==> config.mk <==
export PLATFORM = sky130hd
export DESIGN_NAME = edc_top
export DESIGN_NICKNAME = d
export VERILOG_FILES = /design/src/rtl/edc_pkg.sv /design/src/rtl/edc_speed_detect.sv /design/src/rtl/edc_attr_gate.sv /design/src/rtl/edc_top.sv
export SDC_FILE = /design/constraint.sdc
export NUM_CORES = 1
export LEC_CHECK = 0
export BUFFER_PORTS_ARGS = -buffer_cell sky130_fd_sc_hd__buf_2
export CAP_MARGIN = 30
export CORE_AREA = 4 4 97 99
export DETAILED_ROUTE_END_ITERATION = 16
export DIE_AREA = 0 0 101 103
export GPL_ROUTABILITY_DRIVEN = 0
export MAX_ROUTING_LAYER = met4
export PLACE_DENSITY_LB_ADDON = 0.12
export SLEW_MARGIN = 40
export SYNTH_ARGS = -nofsm -noshare
export SYNTH_HDL_FRONTEND = slang
export SYNTH_SLANG_ARGS = --single-unit
export TNS_END_PERCENT = 50
==> constraint.sdc <==
create_clock -name core_clk -period 2.6 [get_ports core_clk]
set_input_delay 0.13 -clock core_clk [delete_from_list [all_inputs] [get_ports core_clk]]
set_output_delay 0.13 -clock core_clk [all_outputs]
set_load 0.1 [all_outputs]
==> src/rtl/edc_pkg.sv <==
package edc_pkg;
  // Register map
  localparam logic [7:0] EDC_EXT_CTRL_ADDR   = 8'h18;
  localparam logic [7:0] EDC_STATUS_ADDR     = 8'h08;
  localparam logic [7:0] EDC_SPEED_CTRL_ADDR = 8'h00;

  // Field positions in the extended control register
  localparam int PIN_TWO_DIR_BIT   = 10;
  localparam int PIN_THREE_DIR_BIT = 11;
  localparam int SPEED_CHECK_BIT   = 12;
  localparam int SPEED_BYPASS_BIT  = 15;
  localparam int NO_SNOOP_DIS_BIT  = 16;
  localparam int RELAX_DIS_BIT     = 17;
  localparam int CLK_GATE_BIT      = 19;
  localparam int PHY_PD_EN_BIT     = 20;
  localparam int LINK_MODE_LSB     = 22;

  // Status and speed control field positions
  localparam int STATUS_SPEED_LSB  = 8;
  localparam int CTRL_SPEED_LSB    = 8;

  // Reset values
  localparam logic       PHY_PD_EN_RESET   = 1'h1;
  localparam logic [1:0] LINK_MODE_RESET   = 2'h0;
  localparam logic [1:0] LINK_MODE_COPPER  = 2'h0;

  // Speed codes
  localparam logic [1:0] SPEED_10   = 2'h0;
  localparam logic [1:0] SPEED_100  = 2'h1;
  localparam logic [1:0] SPEED_1000 = 2'h2;

  // Measurement window for the receive clock detector
  localparam int WINDOW_NS     = 4000;
  localparam int CLK_PERIOD_NS = 40;
  localparam int WINDOW_CYCLES = WINDOW_NS / CLK_PERIOD_NS;
  // Edge counts in one window at or above which the faster speed is chosen
  localparam logic [15:0] THRESH_100  = 16'h0064;
  localparam logic [15:0] THRESH_1000 = 16'h0190;

  typedef enum logic [1:0] {
    EDC_IDLE,
    EDC_MEASURE,
    EDC_POST
  } edc_state_type;
endpackage

==> src/rtl/edc_speed_detect.sv <==
`timescale 1ns/10ps
module edc_speed_detect #(
  parameter int WINDOW = edc_pkg::WINDOW_CYCLES
) (
  input  wire logic       core_clk,    // System clock
  input  wire logic       resetn,      // Synchronous reset, active low
  input  wire logic       start,       // Begin one measurement
  input  wire logic       rx_clk_edge, // One pulse per receive clock edge
  output logic            done,        // Result valid pulse
  output logic [1:0]      speed        // Measured speed code
);
  logic [15:0] win_cnt;
  logic [15:0] next_win_cnt;
  logic [15:0] edge_cnt;
  logic [15:0] next_edge_cnt;
  logic        busy;
  logic        next_busy;
  logic        next_done;
  logic [1:0]  next_speed;

  // Window counting and classification
  always_comb begin
    next_win_cnt  = win_cnt;
    next_edge_cnt = edge_cnt;
    next_busy     = busy;
    next_done     = 1'b0;
    next_speed    = speed;
    if (start && !busy) begin
      next_busy     = 1'b1;
      next_win_cnt  = 16'h0000;
      next_edge_cnt = 16'h0000;
    end else if (busy) begin
      if (rx_clk_edge) begin
        next_edge_cnt = edge_cnt + 16'h0001;
      end
      if (win_cnt == 16'(WINDOW - 1)) begin
        next_busy = 1'b0;
        next_done = 1'b1;
        if (next_edge_cnt >= edc_pkg::THRESH_1000) begin
          next_speed = edc_pkg::SPEED_1000;
        end else if (next_edge_cnt >= edc_pkg::THRESH_100) begin
          next_speed = edc_pkg::SPEED_100;
        end else begin
          next_speed = edc_pkg::SPEED_10;
        end
      end else begin
        next_win_cnt = win_cnt + 16'h0001;
      end
    end
  end

  // State registers
  always_ff @(posedge core_clk) begin
    if (!resetn) begin
      win_cnt  <= 16'h0000;
      edge_cnt <= 16'h0000;
      busy     <= 1'b0;
      done     <= 1'b0;
      speed    <= edc_pkg::SPEED_10;
    end else begin
      win_cnt  <= next_win_cnt;
      edge_cnt <= next_edge_cnt;
      busy     <= next_busy;
      done     <= next_done;
      speed    <= next_speed;
    end
  end
endmodule

==> src/rtl/edc_attr_gate.sv <==
`timescale 1ns/10ps
module edc_attr_gate (
  input  wire logic core_clk,         // System clock
  input  wire logic resetn,           // Synchronous reset, active low
  input  wire logic no_snoop_disable, // Override no-snoop off
  input  wire logic relax_disable,    // Override relaxed ordering off
  input  wire logic cfg_no_snoop_en,  // Host-bus config allows no-snoop
  input  wire logic req_no_snoop,     // Per-packet no-snoop enable
  input  wire logic host_relax_en,    // Host device control bit 4
  input  wire logic queue_relax_req,  // Per-queue and per-flow setting
  output logic      no_snoop_attr,    // No-snoop attribute to host bus
  output logic      relax_attr        // Relaxed-ordering request
);
  logic next_no_snoop_attr;
  logic next_relax_attr;

  // Attribute selection
  always_comb begin
    next_no_snoop_attr = !no_snoop_disable && cfg_no_snoop_en && req_no_snoop;
    next_relax_attr    = !relax_disable && host_relax_en && queue_relax_req;
  end

  // Registered attributes
  always_ff @(posedge core_clk) begin
    if (!resetn) begin
      no_snoop_attr <= 1'b0;
      relax_attr    <= 1'b0;
    end else begin
      no_snoop_attr <= next_no_snoop_attr;
      relax_attr    <= next_relax_attr;
    end
  end
endmodule

==> src/rtl/edc_top.sv <==
// Functional notes
// - Bits 10 and 11 set soft pins two and three as outputs when 1, inputs when 0.
// - The pin direction bits survive software and system resets.
// - At power-on the direction bits load from the nonvolatile configuration store.
// - Writing 1 to bit 12 starts a receive clock frequency measurement; it self-clears.
// - The finished measurement is posted into the detected speed value of status.
// - With bit 15 set, detection is skipped and the control speed applies at once.
// - With bit 16 set, no packet carries the no-snoop attribute.
// - With bit 16 clear, no-snoop follows the host-bus config and per-packet enables.
// - With bit 17 set, relaxed ordering is never requested.
// - With bit 17 clear and host bit 4 set, relaxed ordering follows queue settings.
// - Bit 19 enables dynamic MAC clock gating; it loads from nonvolatile config.
// - Bit 20 permits PHY power-down and defaults to 1.
// - Link mode field 23:22 selects the interface; 00 is direct copper.
// - Link mode returns to default only on power-up or host-bus reset.
`timescale 1ns/10ps
module edc_top (
  input  wire logic        core_clk,          // 25 MHz clock
  input  wire logic        resetn,            // Power-on reset, active low
  input  wire logic        host_resetn,       // Host-bus reset, active low
  input  wire logic        soft_resetn,       // Software or system reset, active low
  input  wire logic        nvm_valid,         // Configuration store load strobe
  input  wire logic        nvm_pin_two_dir,   // Stored pin two direction
  input  wire logic        nvm_pin_three_dir, // Stored pin three direction
  input  wire logic        nvm_clk_gate,      // Stored clock gating enable
  input  wire logic        nvm_phy_pd_en,     // Stored PHY power-down enable
  input  wire logic [1:0]  nvm_link_mode,     // Stored link mode
  input  wire logic        rx_clk_edge,       // Receive clock edge pulse
  input  wire logic        cfg_no_snoop_en,   // Host-bus no-snoop enable
  input  wire logic        req_no_snoop,      // Per-packet no-snoop enable
  input  wire logic        host_relax_en,     // Host device control bit 4
  input  wire logic        queue_relax_req,   // Queue relaxed-ordering setting
  input  wire logic        psel,              // APB select
  input  wire logic        penable,           // APB enable
  input  wire logic        pwrite,            // APB direction
  input  wire logic [7:0]  paddr,             // APB byte address
  input  wire logic [31:0] pwdata,            // APB write data
  output logic [31:0]      prdata,            // APB read data
  output logic             pready,            // APB ready
  output logic             pslverr,           // APB error
  output logic             pin_two_oe,        // Soft pin two drives
  output logic             pin_three_oe,      // Soft pin three drives
  output logic [1:0]       link_speed,        // Speed in effect
  output logic             mac_clk_gate_en,   // Dynamic clock gating allowed
  output logic             phy_pd_allow,      // PHY low-power permitted
  output logic [1:0]       link_mode,         // Link interface select
  output logic             copper_mode,       // Direct copper interface
  output logic             no_snoop_attr,     // No-snoop attribute
  output logic             relax_attr         // Relaxed-ordering request
);
  logic        pin_two_direction;
  logic        pin_three_direction;
  logic        speed_detect_check;
  logic        speed_select_bypass;
  logic        no_snoop_disable;
  logic        relaxed_order_disable;
  logic        clk_gate;
  logic        phy_pd_en;
  logic        next_pin_two_direction;
  logic        next_pin_three_direction;
  logic        next_speed_detect_check;
  logic        next_speed_select_bypass;
  logic        next_no_snoop_disable;
  logic        next_relaxed_order_disable;
  logic        next_clk_gate;
  logic        next_phy_pd_en;
  logic [1:0]  next_link_mode;
  logic [1:0]  ctrl_speed;
  logic [1:0]  next_ctrl_speed;
  logic [1:0]  detected_speed_value;
  logic [1:0]  next_detected_speed_value;
  logic [31:0] next_prdata;
  logic        next_pready;
  logic        next_pslverr;
  logic        next_pin_two_oe;
  logic        next_pin_three_oe;
  logic [1:0]  next_link_speed;
  logic        next_mac_clk_gate_en;
  logic        next_phy_pd_allow;
  logic        next_copper_mode;
  logic        det_start;
  logic        det_done;
  logic [1:0]  det_speed;
  logic        wr_ctrl;
  logic        wr_speed;
  logic        access;
  logic [31:0] ctrl_word;

  // Detection of accessed word address
  function automatic logic hit(input logic [7:0] addr, input logic [7:0] reg_addr);
    hit = (addr[7:2] == reg_addr[7:2]);
  endfunction

  // Receive clock measurement
  edc_speed_detect #(
    .WINDOW (edc_pkg::WINDOW_CYCLES)
  ) u_detect (
    .core_clk    (core_clk),
    .resetn      (resetn),
    .start       (det_start),
    .rx_clk_edge (rx_clk_edge),
    .done        (det_done),
    .speed       (det_speed)
  );

  // Host-bus attribute overrides
  edc_attr_gate u_attr (
    .core_clk         (core_clk),
    .resetn           (resetn),
    .no_snoop_disable (no_snoop_disable),
    .relax_disable    (relaxed_order_disable),
    .cfg_no_snoop_en  (cfg_no_snoop_en),
    .req_no_snoop     (req_no_snoop),
    .host_relax_en    (host_relax_en),
    .queue_relax_req  (queue_relax_req),
    .no_snoop_attr    (no_snoop_attr),
    .relax_attr       (relax_attr)
  );

  // Bus decode
  always_comb begin
    access   = psel && penable && !pready;
    wr_ctrl  = access && pwrite && hit(paddr, edc_pkg::EDC_EXT_CTRL_ADDR);
    wr_speed = access && pwrite && hit(paddr, edc_pkg::EDC_SPEED_CTRL_ADDR);
    det_start = wr_ctrl && pwdata[edc_pkg::SPEED_CHECK_BIT]
                && !speed_detect_check && !speed_select_bypass;
  end

  // Readback image; reserved bits read as zero
  always_comb begin
    ctrl_word = 32'h0000_0000;
    ctrl_word[edc_pkg::PIN_TWO_DIR_BIT]   = pin_two_direction;
    ctrl_word[edc_pkg::PIN_THREE_DIR_BIT] = pin_three_direction;
    ctrl_word[edc_pkg::SPEED_CHECK_BIT]   = speed_detect_check;
    ctrl_word[edc_pkg::SPEED_BYPASS_BIT]  = speed_select_bypass;
    ctrl_word[edc_pkg::NO_SNOOP_DIS_BIT]  = no_snoop_disable;
    ctrl_word[edc_pkg::RELAX_DIS_BIT]     = relaxed_order_disable;
    ctrl_word[edc_pkg::CLK_GATE_BIT]      = clk_gate;
    ctrl_word[edc_pkg::PHY_PD_EN_BIT]     = phy_pd_en;
    ctrl_word[edc_pkg::LINK_MODE_LSB +: 2] = link_mode;
  end

  // Register next values
  always_comb begin
    next_pin_two_direction     = pin_two_direction;
    next_pin_three_direction   = pin_three_direction;
    next_speed_detect_check    = speed_detect_check;
    next_speed_select_bypass   = speed_select_bypass;
    next_no_snoop_disable      = no_snoop_disable;
    next_relaxed_order_disable = relaxed_order_disable;
    next_clk_gate              = clk_gate;
    next_phy_pd_en             = phy_pd_en;
    next_link_mode             = link_mode;
    next_ctrl_speed            = ctrl_speed;
    next_detected_speed_value  = detected_speed_value;
    if (nvm_valid) begin
      next_pin_two_direction   = nvm_pin_two_dir;
      next_pin_three_direction = nvm_pin_three_dir;
      next_clk_gate            = nvm_clk_gate;
      next_phy_pd_en           = nvm_phy_pd_en;
      next_link_mode           = nvm_link_mode;
    end
    if (wr_ctrl) begin
      next_pin_two_direction     = pwdata[edc_pkg::PIN_TWO_DIR_BIT];
      next_pin_three_direction   = pwdata[edc_pkg::PIN_THREE_DIR_BIT];
      next_speed_select_bypass   = pwdata[edc_pkg::SPEED_BYPASS_BIT];
      next_no_snoop_disable      = pwdata[edc_pkg::NO_SNOOP_DIS_BIT];
      next_relaxed_order_disable = pwdata[edc_pkg::RELAX_DIS_BIT];
      next_clk_gate              = pwdata[edc_pkg::CLK_GATE_BIT];
      next_phy_pd_en             = pwdata[edc_pkg::PHY_PD_EN_BIT];
      next_link_mode             = pwdata[edc_pkg::LINK_MODE_LSB +: 2];
    end
    if (wr_speed) begin
      next_ctrl_speed = pwdata[edc_pkg::CTRL_SPEED_LSB +: 2];
    end
    if (det_start) begin
      next_speed_detect_check = 1'b1;
    end
    if (det_done) begin
      next_speed_detect_check   = 1'b0;
      next_detected_speed_value = det_speed;
    end
  end

  // Output and bus response next values
  always_comb begin
    next_pin_two_oe      = pin_two_direction;
    next_pin_three_oe    = pin_three_direction;
    next_link_speed      = speed_select_bypass ? ctrl_speed : detected_speed_value;
    next_mac_clk_gate_en = clk_gate;
    next_phy_pd_allow    = phy_pd_en;
    next_copper_mode     = (link_mode == edc_pkg::LINK_MODE_COPPER);
    next_pready          = access;
    next_pslverr         = 1'b0;
    next_prdata          = 32'h0000_0000;
    if (access) begin
      if (hit(paddr, edc_pkg::EDC_EXT_CTRL_ADDR)) begin
        next_prdata = ctrl_word;
      end else if (hit(paddr, edc_pkg::EDC_STATUS_ADDR)) begin
        next_prdata[edc_pkg::STATUS_SPEED_LSB +: 2] = detected_speed_value;
      end else if (hit(paddr, edc_pkg::EDC_SPEED_CTRL_ADDR)) begin
        next_prdata[edc_pkg::CTRL_SPEED_LSB +: 2] = ctrl_speed;
      end else begin
        next_pslverr = 1'b1;
      end
    end
  end

  // Direction bits: power-on only
  always_ff @(posedge core_clk) begin
    if (!resetn) begin
      pin_two_direction   <= 1'b0;
      pin_three_direction <= 1'b0;
    end else begin
      pin_two_direction   <= next_pin_two_direction;
      pin_three_direction <= next_pin_three_direction;
    end
  end

  // Link mode: power-on or host-bus reset
  always_ff @(posedge core_clk) begin
    if (!resetn || !host_resetn) begin
      link_mode <= edc_pkg::LINK_MODE_RESET;
    end else begin
      link_mode <= next_link_mode;
    end
  end

  // Remaining fields: power-on, host-bus or software reset
  always_ff @(posedge core_clk) begin
    if (!resetn || !host_resetn || !soft_resetn) begin
      speed_detect_check    <= 1'b0;
      speed_select_bypass   <= 1'b0;
      no_snoop_disable      <= 1'b0;
      relaxed_order_disable <= 1'b0;
      clk_gate              <= 1'b0;
      phy_pd_en             <= edc_pkg::PHY_PD_EN_RESET;
      ctrl_speed            <= edc_pkg::SPEED_10;
      detected_speed_value  <= edc_pkg::SPEED_10;
    end else begin
      speed_detect_check    <= next_speed_detect_check;
      speed_select_bypass   <= next_speed_select_bypass;
      no_snoop_disable      <= next_no_snoop_disable;
      relaxed_order_disable <= next_relaxed_order_disable;
      clk_gate              <= next_clk_gate;
      phy_pd_en             <= next_phy_pd_en;
      ctrl_speed            <= next_ctrl_speed;
      detected_speed_value  <= next_detected_speed_value;
    end
  end

  // Registered outputs and bus answer
  always_ff @(posedge core_clk) begin
    if (!resetn) begin
      prdata          <= 32'h0000_0000;
      pready          <= 1'b0;
      pslverr         <= 1'b0;
      pin_two_oe      <= 1'b0;
      pin_three_oe    <= 1'b0;
      link_speed      <= edc_pkg::SPEED_10;
      mac_clk_gate_en <= 1'b0;
      phy_pd_allow    <= edc_pkg::PHY_PD_EN_RESET;
      copper_mode     <= 1'b1;
    end else begin
      prdata          <= next_prdata;
      pready          <= next_pready;
      pslverr         <= next_pslverr;
      pin_two_oe      <= next_pin_two_oe;
      pin_three_oe    <= next_pin_three_oe;
      link_speed      <= next_link_speed;
      mac_clk_gate_en <= next_mac_clk_gate_en;
      phy_pd_allow    <= next_phy_pd_allow;
      copper_mode     <= next_copper_mode;
    end
  end
endmodule

* Word-level counts from Yosys, hierarchy flattened
Cells that the tools add are included.
Cells by class: add/sub/neg operators 2, order comparisons 2, equal/unequal tests 3, muxes and demuxes 24, bitwise logic cells 5, reductions and logical operators 36
Operators by type and width (number):
- $mux W16 | 3
- $add A16 B1 Y16 const B | 2
- $eq A16 B7 Y1 const B | 1
- $ge A16 B7 Y1 const B | 1
- $ge A16 B9 Y1 const B | 1
- $mux W1 | 14
- $mux W14 | 1
- $logic_and A1 B1 Y1 | 13
- $mux W2 | 6
- $logic_not A1 Y1 | 9
- $eq A6 B2 Y1 const B | 1
- $eq A6 B3 Y1 const B | 1
- $logic_not A6 Y1 | 1
- $reduce_and A3 Y1 | 2
- $reduce_or A3 Y1 | 2
- $not A1 Y1 | 5
- $reduce_and A2 Y1 | 2
- $reduce_or A2 Y1 | 2
- $reduce_or A4 Y1 | 1
- $logic_not A2 Y1 | 1
- $logic_or A1 B1 Y1 | 2
- $reduce_bool A2 Y1 | 1
Word-level totals: register bits after elaboration 93, bits of input ports 59, output and inout bits 45, word-level logic and storage cells 102

* Logic depth before layout (Yosys ltp)
depth after elaboration 12, gate-level depth with buffers 8

* Cells and area by module
A second synthesis with hierarchy kept.
Second synthesis, totals: cells, all modules 376, area total of the unflattened synthesis 3462.1 um^2
Modules (own cells, without submodules):
- edc_speed_detect | times used 1, cells each 225, area each 1904.3 um^2, sequential area each 720.7 um^2
- edc_top | times used 1, cells each 147, area each 1497.7 um^2, sequential area each 700.7 um^2
- edc_attr_gate | times used 1, cells each 4, area each 60.1 um^2, sequential area each 40.0 um^2

* Least setup slack after synthesis
Ideal clock, no wire load.
path type reg2reg, from register pready, to register u_detect.edge_cnt[5], arrival time 2.111 ns, setup slack 0.374 ns, stages on the path, launching flop included 7, clock period less this slack 2.226 ns, cell sequence dfxtp_1 -> nor2_1 -> nand4_4 -> or3b_4 -> o31ai_4 -> buf_6 -> nor2_1
On the way: word-level cells in the longest chain between the ends 9
RTL lines:
- start, declared | RTL line edc_top.sv:39 | output logic pready,
- start signal, assigned | RTL line edc_top.sv:266 | pready <= next_pready;
- $logic_not A1 Y1 | RTL line edc_top.sv:122 | access = psel && penable && !pready;
- $logic_and A1 B1 Y1 | RTL line edc_top.sv:122
- $logic_and A1 B1 Y1 (2 in series) | RTL line edc_top.sv:123 | wr_ctrl = access && pwrite && hit(paddr, edc_pkg::EDC_EXT_CTRL_ADDR);
- $logic_and A1 B1 Y1 | RTL line edc_top.sv:125 | det_start = wr_ctrl && pwdata[edc_pkg::SPEED_CHECK_BIT]
- $logic_and A1 B1 Y1 (2 in series) | RTL line edc_top.sv:126 | && !speed_detect_check && !speed_select_bypass;
- $logic_and A1 B1 Y1 | RTL line edc_speed_detect.sv:28 | if (start && !busy) begin
- $reduce_or A2 Y1 (no line)
- end signal, assigned | RTL line edc_speed_detect.sv:62 | edge_cnt <= next_edge_cnt;
- end, declared | RTL line edc_speed_detect.sv:14 | logic [15:0] edge_cnt;
Every way passes these cells. A chain may end at the register's enable or synchronous reset.

* Worst setup path in the final report
from register u_detect.edge_cnt[0], to register u_detect.speed[1]
On the way: word-level cells in the longest chain between the ends 6
RTL lines:
- $add A16 B1 Y16 | RTL line edc_speed_detect.sv:34 | next_edge_cnt = edge_cnt + 16'h0001;
- $mux W16 (*) | RTL line edc_speed_detect.sv:33 | if (rx_clk_edge) begin
- $mux W16 (*) | RTL line edc_speed_detect.sv:32 | end else if (busy) begin
- $mux W16 (*) | RTL line edc_speed_detect.sv:28
- $ge A16 B9 Y1 (*) | RTL line edc_speed_detect.sv:39 | if (next_edge_cnt >= edc_pkg::THRESH_1000) begin
- $mux W2 (*) | RTL line edc_speed_detect.sv:39
- end signal, assigned | RTL line edc_speed_detect.sv:59 | speed <= edc_pkg::SPEED_10;
- end signal, assigned | RTL line edc_speed_detect.sv:65 | speed <= next_speed;
- end, declared | RTL line edc_speed_detect.sv:10 | output logic [1:0] speed
Every way passes the cells marked *; elsewhere a longest branch is shown, timed or not. The select of a mux whose other input is x is not followed.

==> out/metrics.cfg <==
[pwr]
power_density_nw_per_um2 = 568
p_leak_nw = 1.66
vdd_drop_max_mv = 0.253

[clock_network]
cts_tree = built
cts_root_buf = clkbuf_8
max-clock-path-buffers = 2
numCtsBuffers = 9
insertion_delay_ps = 350
clock_sinks = 73
clk_pin_slew_ps = 90
cts-htree-levels = 3
post_cts_resize_count = 0
post_cts_buffers = 0
holdBufCountCts = 1

[floorplanning]
die_x_um = 101
dieArea_um2 = 10400
rows = 34
start_util_pct = 39.5
die_h_um = 103
io_pins = 104
core_um2 = 8550

[grt]
track_usage_pct = 13.6
grt_start_max_net_pins = 33
grt-ovfl-total = 0
grt_antenna_before_repair = 0
grt_pass1_vias = 2388
grt_pass1_wl_um = 11000

[layout]
final_nets = 492
num-fill-cells = 878
diodes = 0
instances_no_fill = 544
synthToLayoutAreaGrowth_pct = 15.0
drive_above_1_share_pct = 20.6

[drt]
ant_nets = 0
drc = 0
firstDrtPassIters = 6
wl_um = 6790
vias_per_cell = 4.75
drtIter0Drc = 55
routed-via-count = 2585
wire_per_inst_um = 12.5

[critical_path]
critical-path-top-delay-family = simple AND/OR/NAND/NOR gates
path_class = flop to flop
worstPathArrival_ps = 2450
max_stage_delay_ps = 450
crit_slowest_cell = or4_1
cp.required_ps = 2840
crit_chain = ha_1 -> nand4_1 -> nor2_1 -> a41o_1 -> o211ai_1 -> or4_1 -> o211a_1
crit_buf_inv = 0
end_kind = flop
cp-start-kind = flop
crit_fanout = 7

[timing]
rsz0062_at_grt = false
fin_crit_sh_pct = 85.1
fmax_mhz = 452
min_period_ps = 2210
holdWs_ps = 24.1
maxSlewViolCount = 0
skew_ps = 12.0
setup_viol = 0
fin_setup_tns_ps = 0
hold_viol = 0

[synthesis]
yosys_register_bits = 73
yosys_warnings = 0
synth_cell_types = 46
ys.flop_type = dfxtp_1
synth_area_um2 = 3380
ys_async_sr_fraction_pct = 0
synth_top_area_share_pct = 43.3
yosysSeqAreaShare_pct = 43.3
yosysTopAreaCell = dfxtp_1
avgSynthCellArea_um2 = 9.07
synth-edff-count = 0
netlist_instances = 372
synth_area_leaders = dfxtp_1 (43%), nor2_1 (5.8%), xor2_1 (5.4%), mux2i_1 (5.3%), buf_4 (4.7%)

[placed_design]
dp.final_hpwl_um = 4850
post-place-cells = 526
numPortBuffers = 61

[worst_hold_path]
hp-class = primary input to flop

[run_status]
status = complete, no violations

[flow_run]
max_cap_viol_count = 0

## path summary, 6_finish.rpt
path                                      from                        endpoint  slack, ps  cells after the start
max          u_detect.edge_cnt[0]$_SDFFE_PP0P_  u_detect.speed[1]$_SDFFE_PN0P_        390                      7
min                                 pwdata[10]    next_pin_two_oe$_SDFFE_PN0P_         20                      2
max reg2reg  u_detect.edge_cnt[0]$_SDFFE_PP0P_  u_detect.speed[1]$_SDFFE_PN0P_        390                      7
min reg2reg     next_phy_pd_allow$_SDFFE_PP1P_         phy_pd_allow$_SDFF_PN1_        440                      1
## kinds of logic after synthesis
family                   Yosys count  share of synthesized area [%]
adder cells (fa/ha/maj)            2                          0.741
multiplexers                      18                           5.34
buffers and inverters             45                           8.15
flip-flops                        73                           43.3
AND/OR/NAND/NOR                  166                           26.4
XOR/XNOR                          34                           8.82
AO/OA/AOI/OAI                     33                           7.19
other                              1                          0.111
## layer usage
layer,routed length [µm],global-route usage (%)
met3,505,3.18
met4,65,5.83
met1,3310,18.0
met5,0,-
met2,2910,19.9
## synth_stat cells, types with 8 or more instances
cell / n
and3_1: 13
buf_4: 21
xor2_1: 21
and2_1: 18
xnor2_1: 13
nand4_1: 10
clkbuf_1: 12
nor2_1: 52
mux2i_1: 18
nor3_1: 8
nand2_1: 24
dfxtp_1: 73
nand3_1: 16
## power by group
part / leakage [nW] / switching (mW) / internal, mW
combinational: 0.980 / 0.209 / 0.0400
sequential: 0.589 / 0.00344 / 1.12
clock: 0.0884 / 0.464 / 0.363
total: 1.66 / 0.676 / 1.53
## cell usage in the layout (no fill, tap or decap), types with 3 or more instances in the layout
cell type / n
nor3_1: 8
nor2_1: 52
buf_2: 61
nand2_1: 24
xnor2_1: 13
conb_1: 20
a211oi_1: 6
mux2i_1: 18
a31oi_1: 3
dfxtp_1: 73
buf_4: 6
and2_1: 18
nand3_1: 16
nor4_1: 5
nand4_1: 10
o21ai_0: 7
o211a_1: 3
nor2b_1: 3
and3_1: 13
inv_1: 5
clkbuf_8: 9
nand2b_1: 3
a21oi_1: 4
xor2_1: 21
## cell type report
class	count	area [µm²]	share of cell area, %
clock buffer	9	124	3.19
clock inverter	7	61.3	1.58
inverter	5	18.8	0.484
multi-input combinational	273	1710	44.1
sequential	73	1460	37.7
tap	108	135	3.48
timing repair buffer	69	370	9.54
## through the flow
step | setup slack, ps | power (mW) | utilization [%] | cell area (µm²)
CTS | 375 | 2.24 | 45.3 | 3870
detailed placement | 395 | 1.40 | 43.0 | 3680
global placement | 402 | 1.40 | 43.0 | 3680
floorplan | 374 | 1.39 | - | 3450
finish | 387 | 2.20 | 45.4 | 3880
global route | 187 | 2.31 | 45.4 | 3880
## sequential cells by signal (all words and copies together), names as in the netlist, 2 cells and up
name and cells:
ctrl_speed 2, detected_speed_value 2, link_mode 2, link_speed 2, prdata 12, u_detect.edge_cnt 16, u_detect.speed 2, u_detect.win_cnt 16
(Power assumes the default switching activity.)
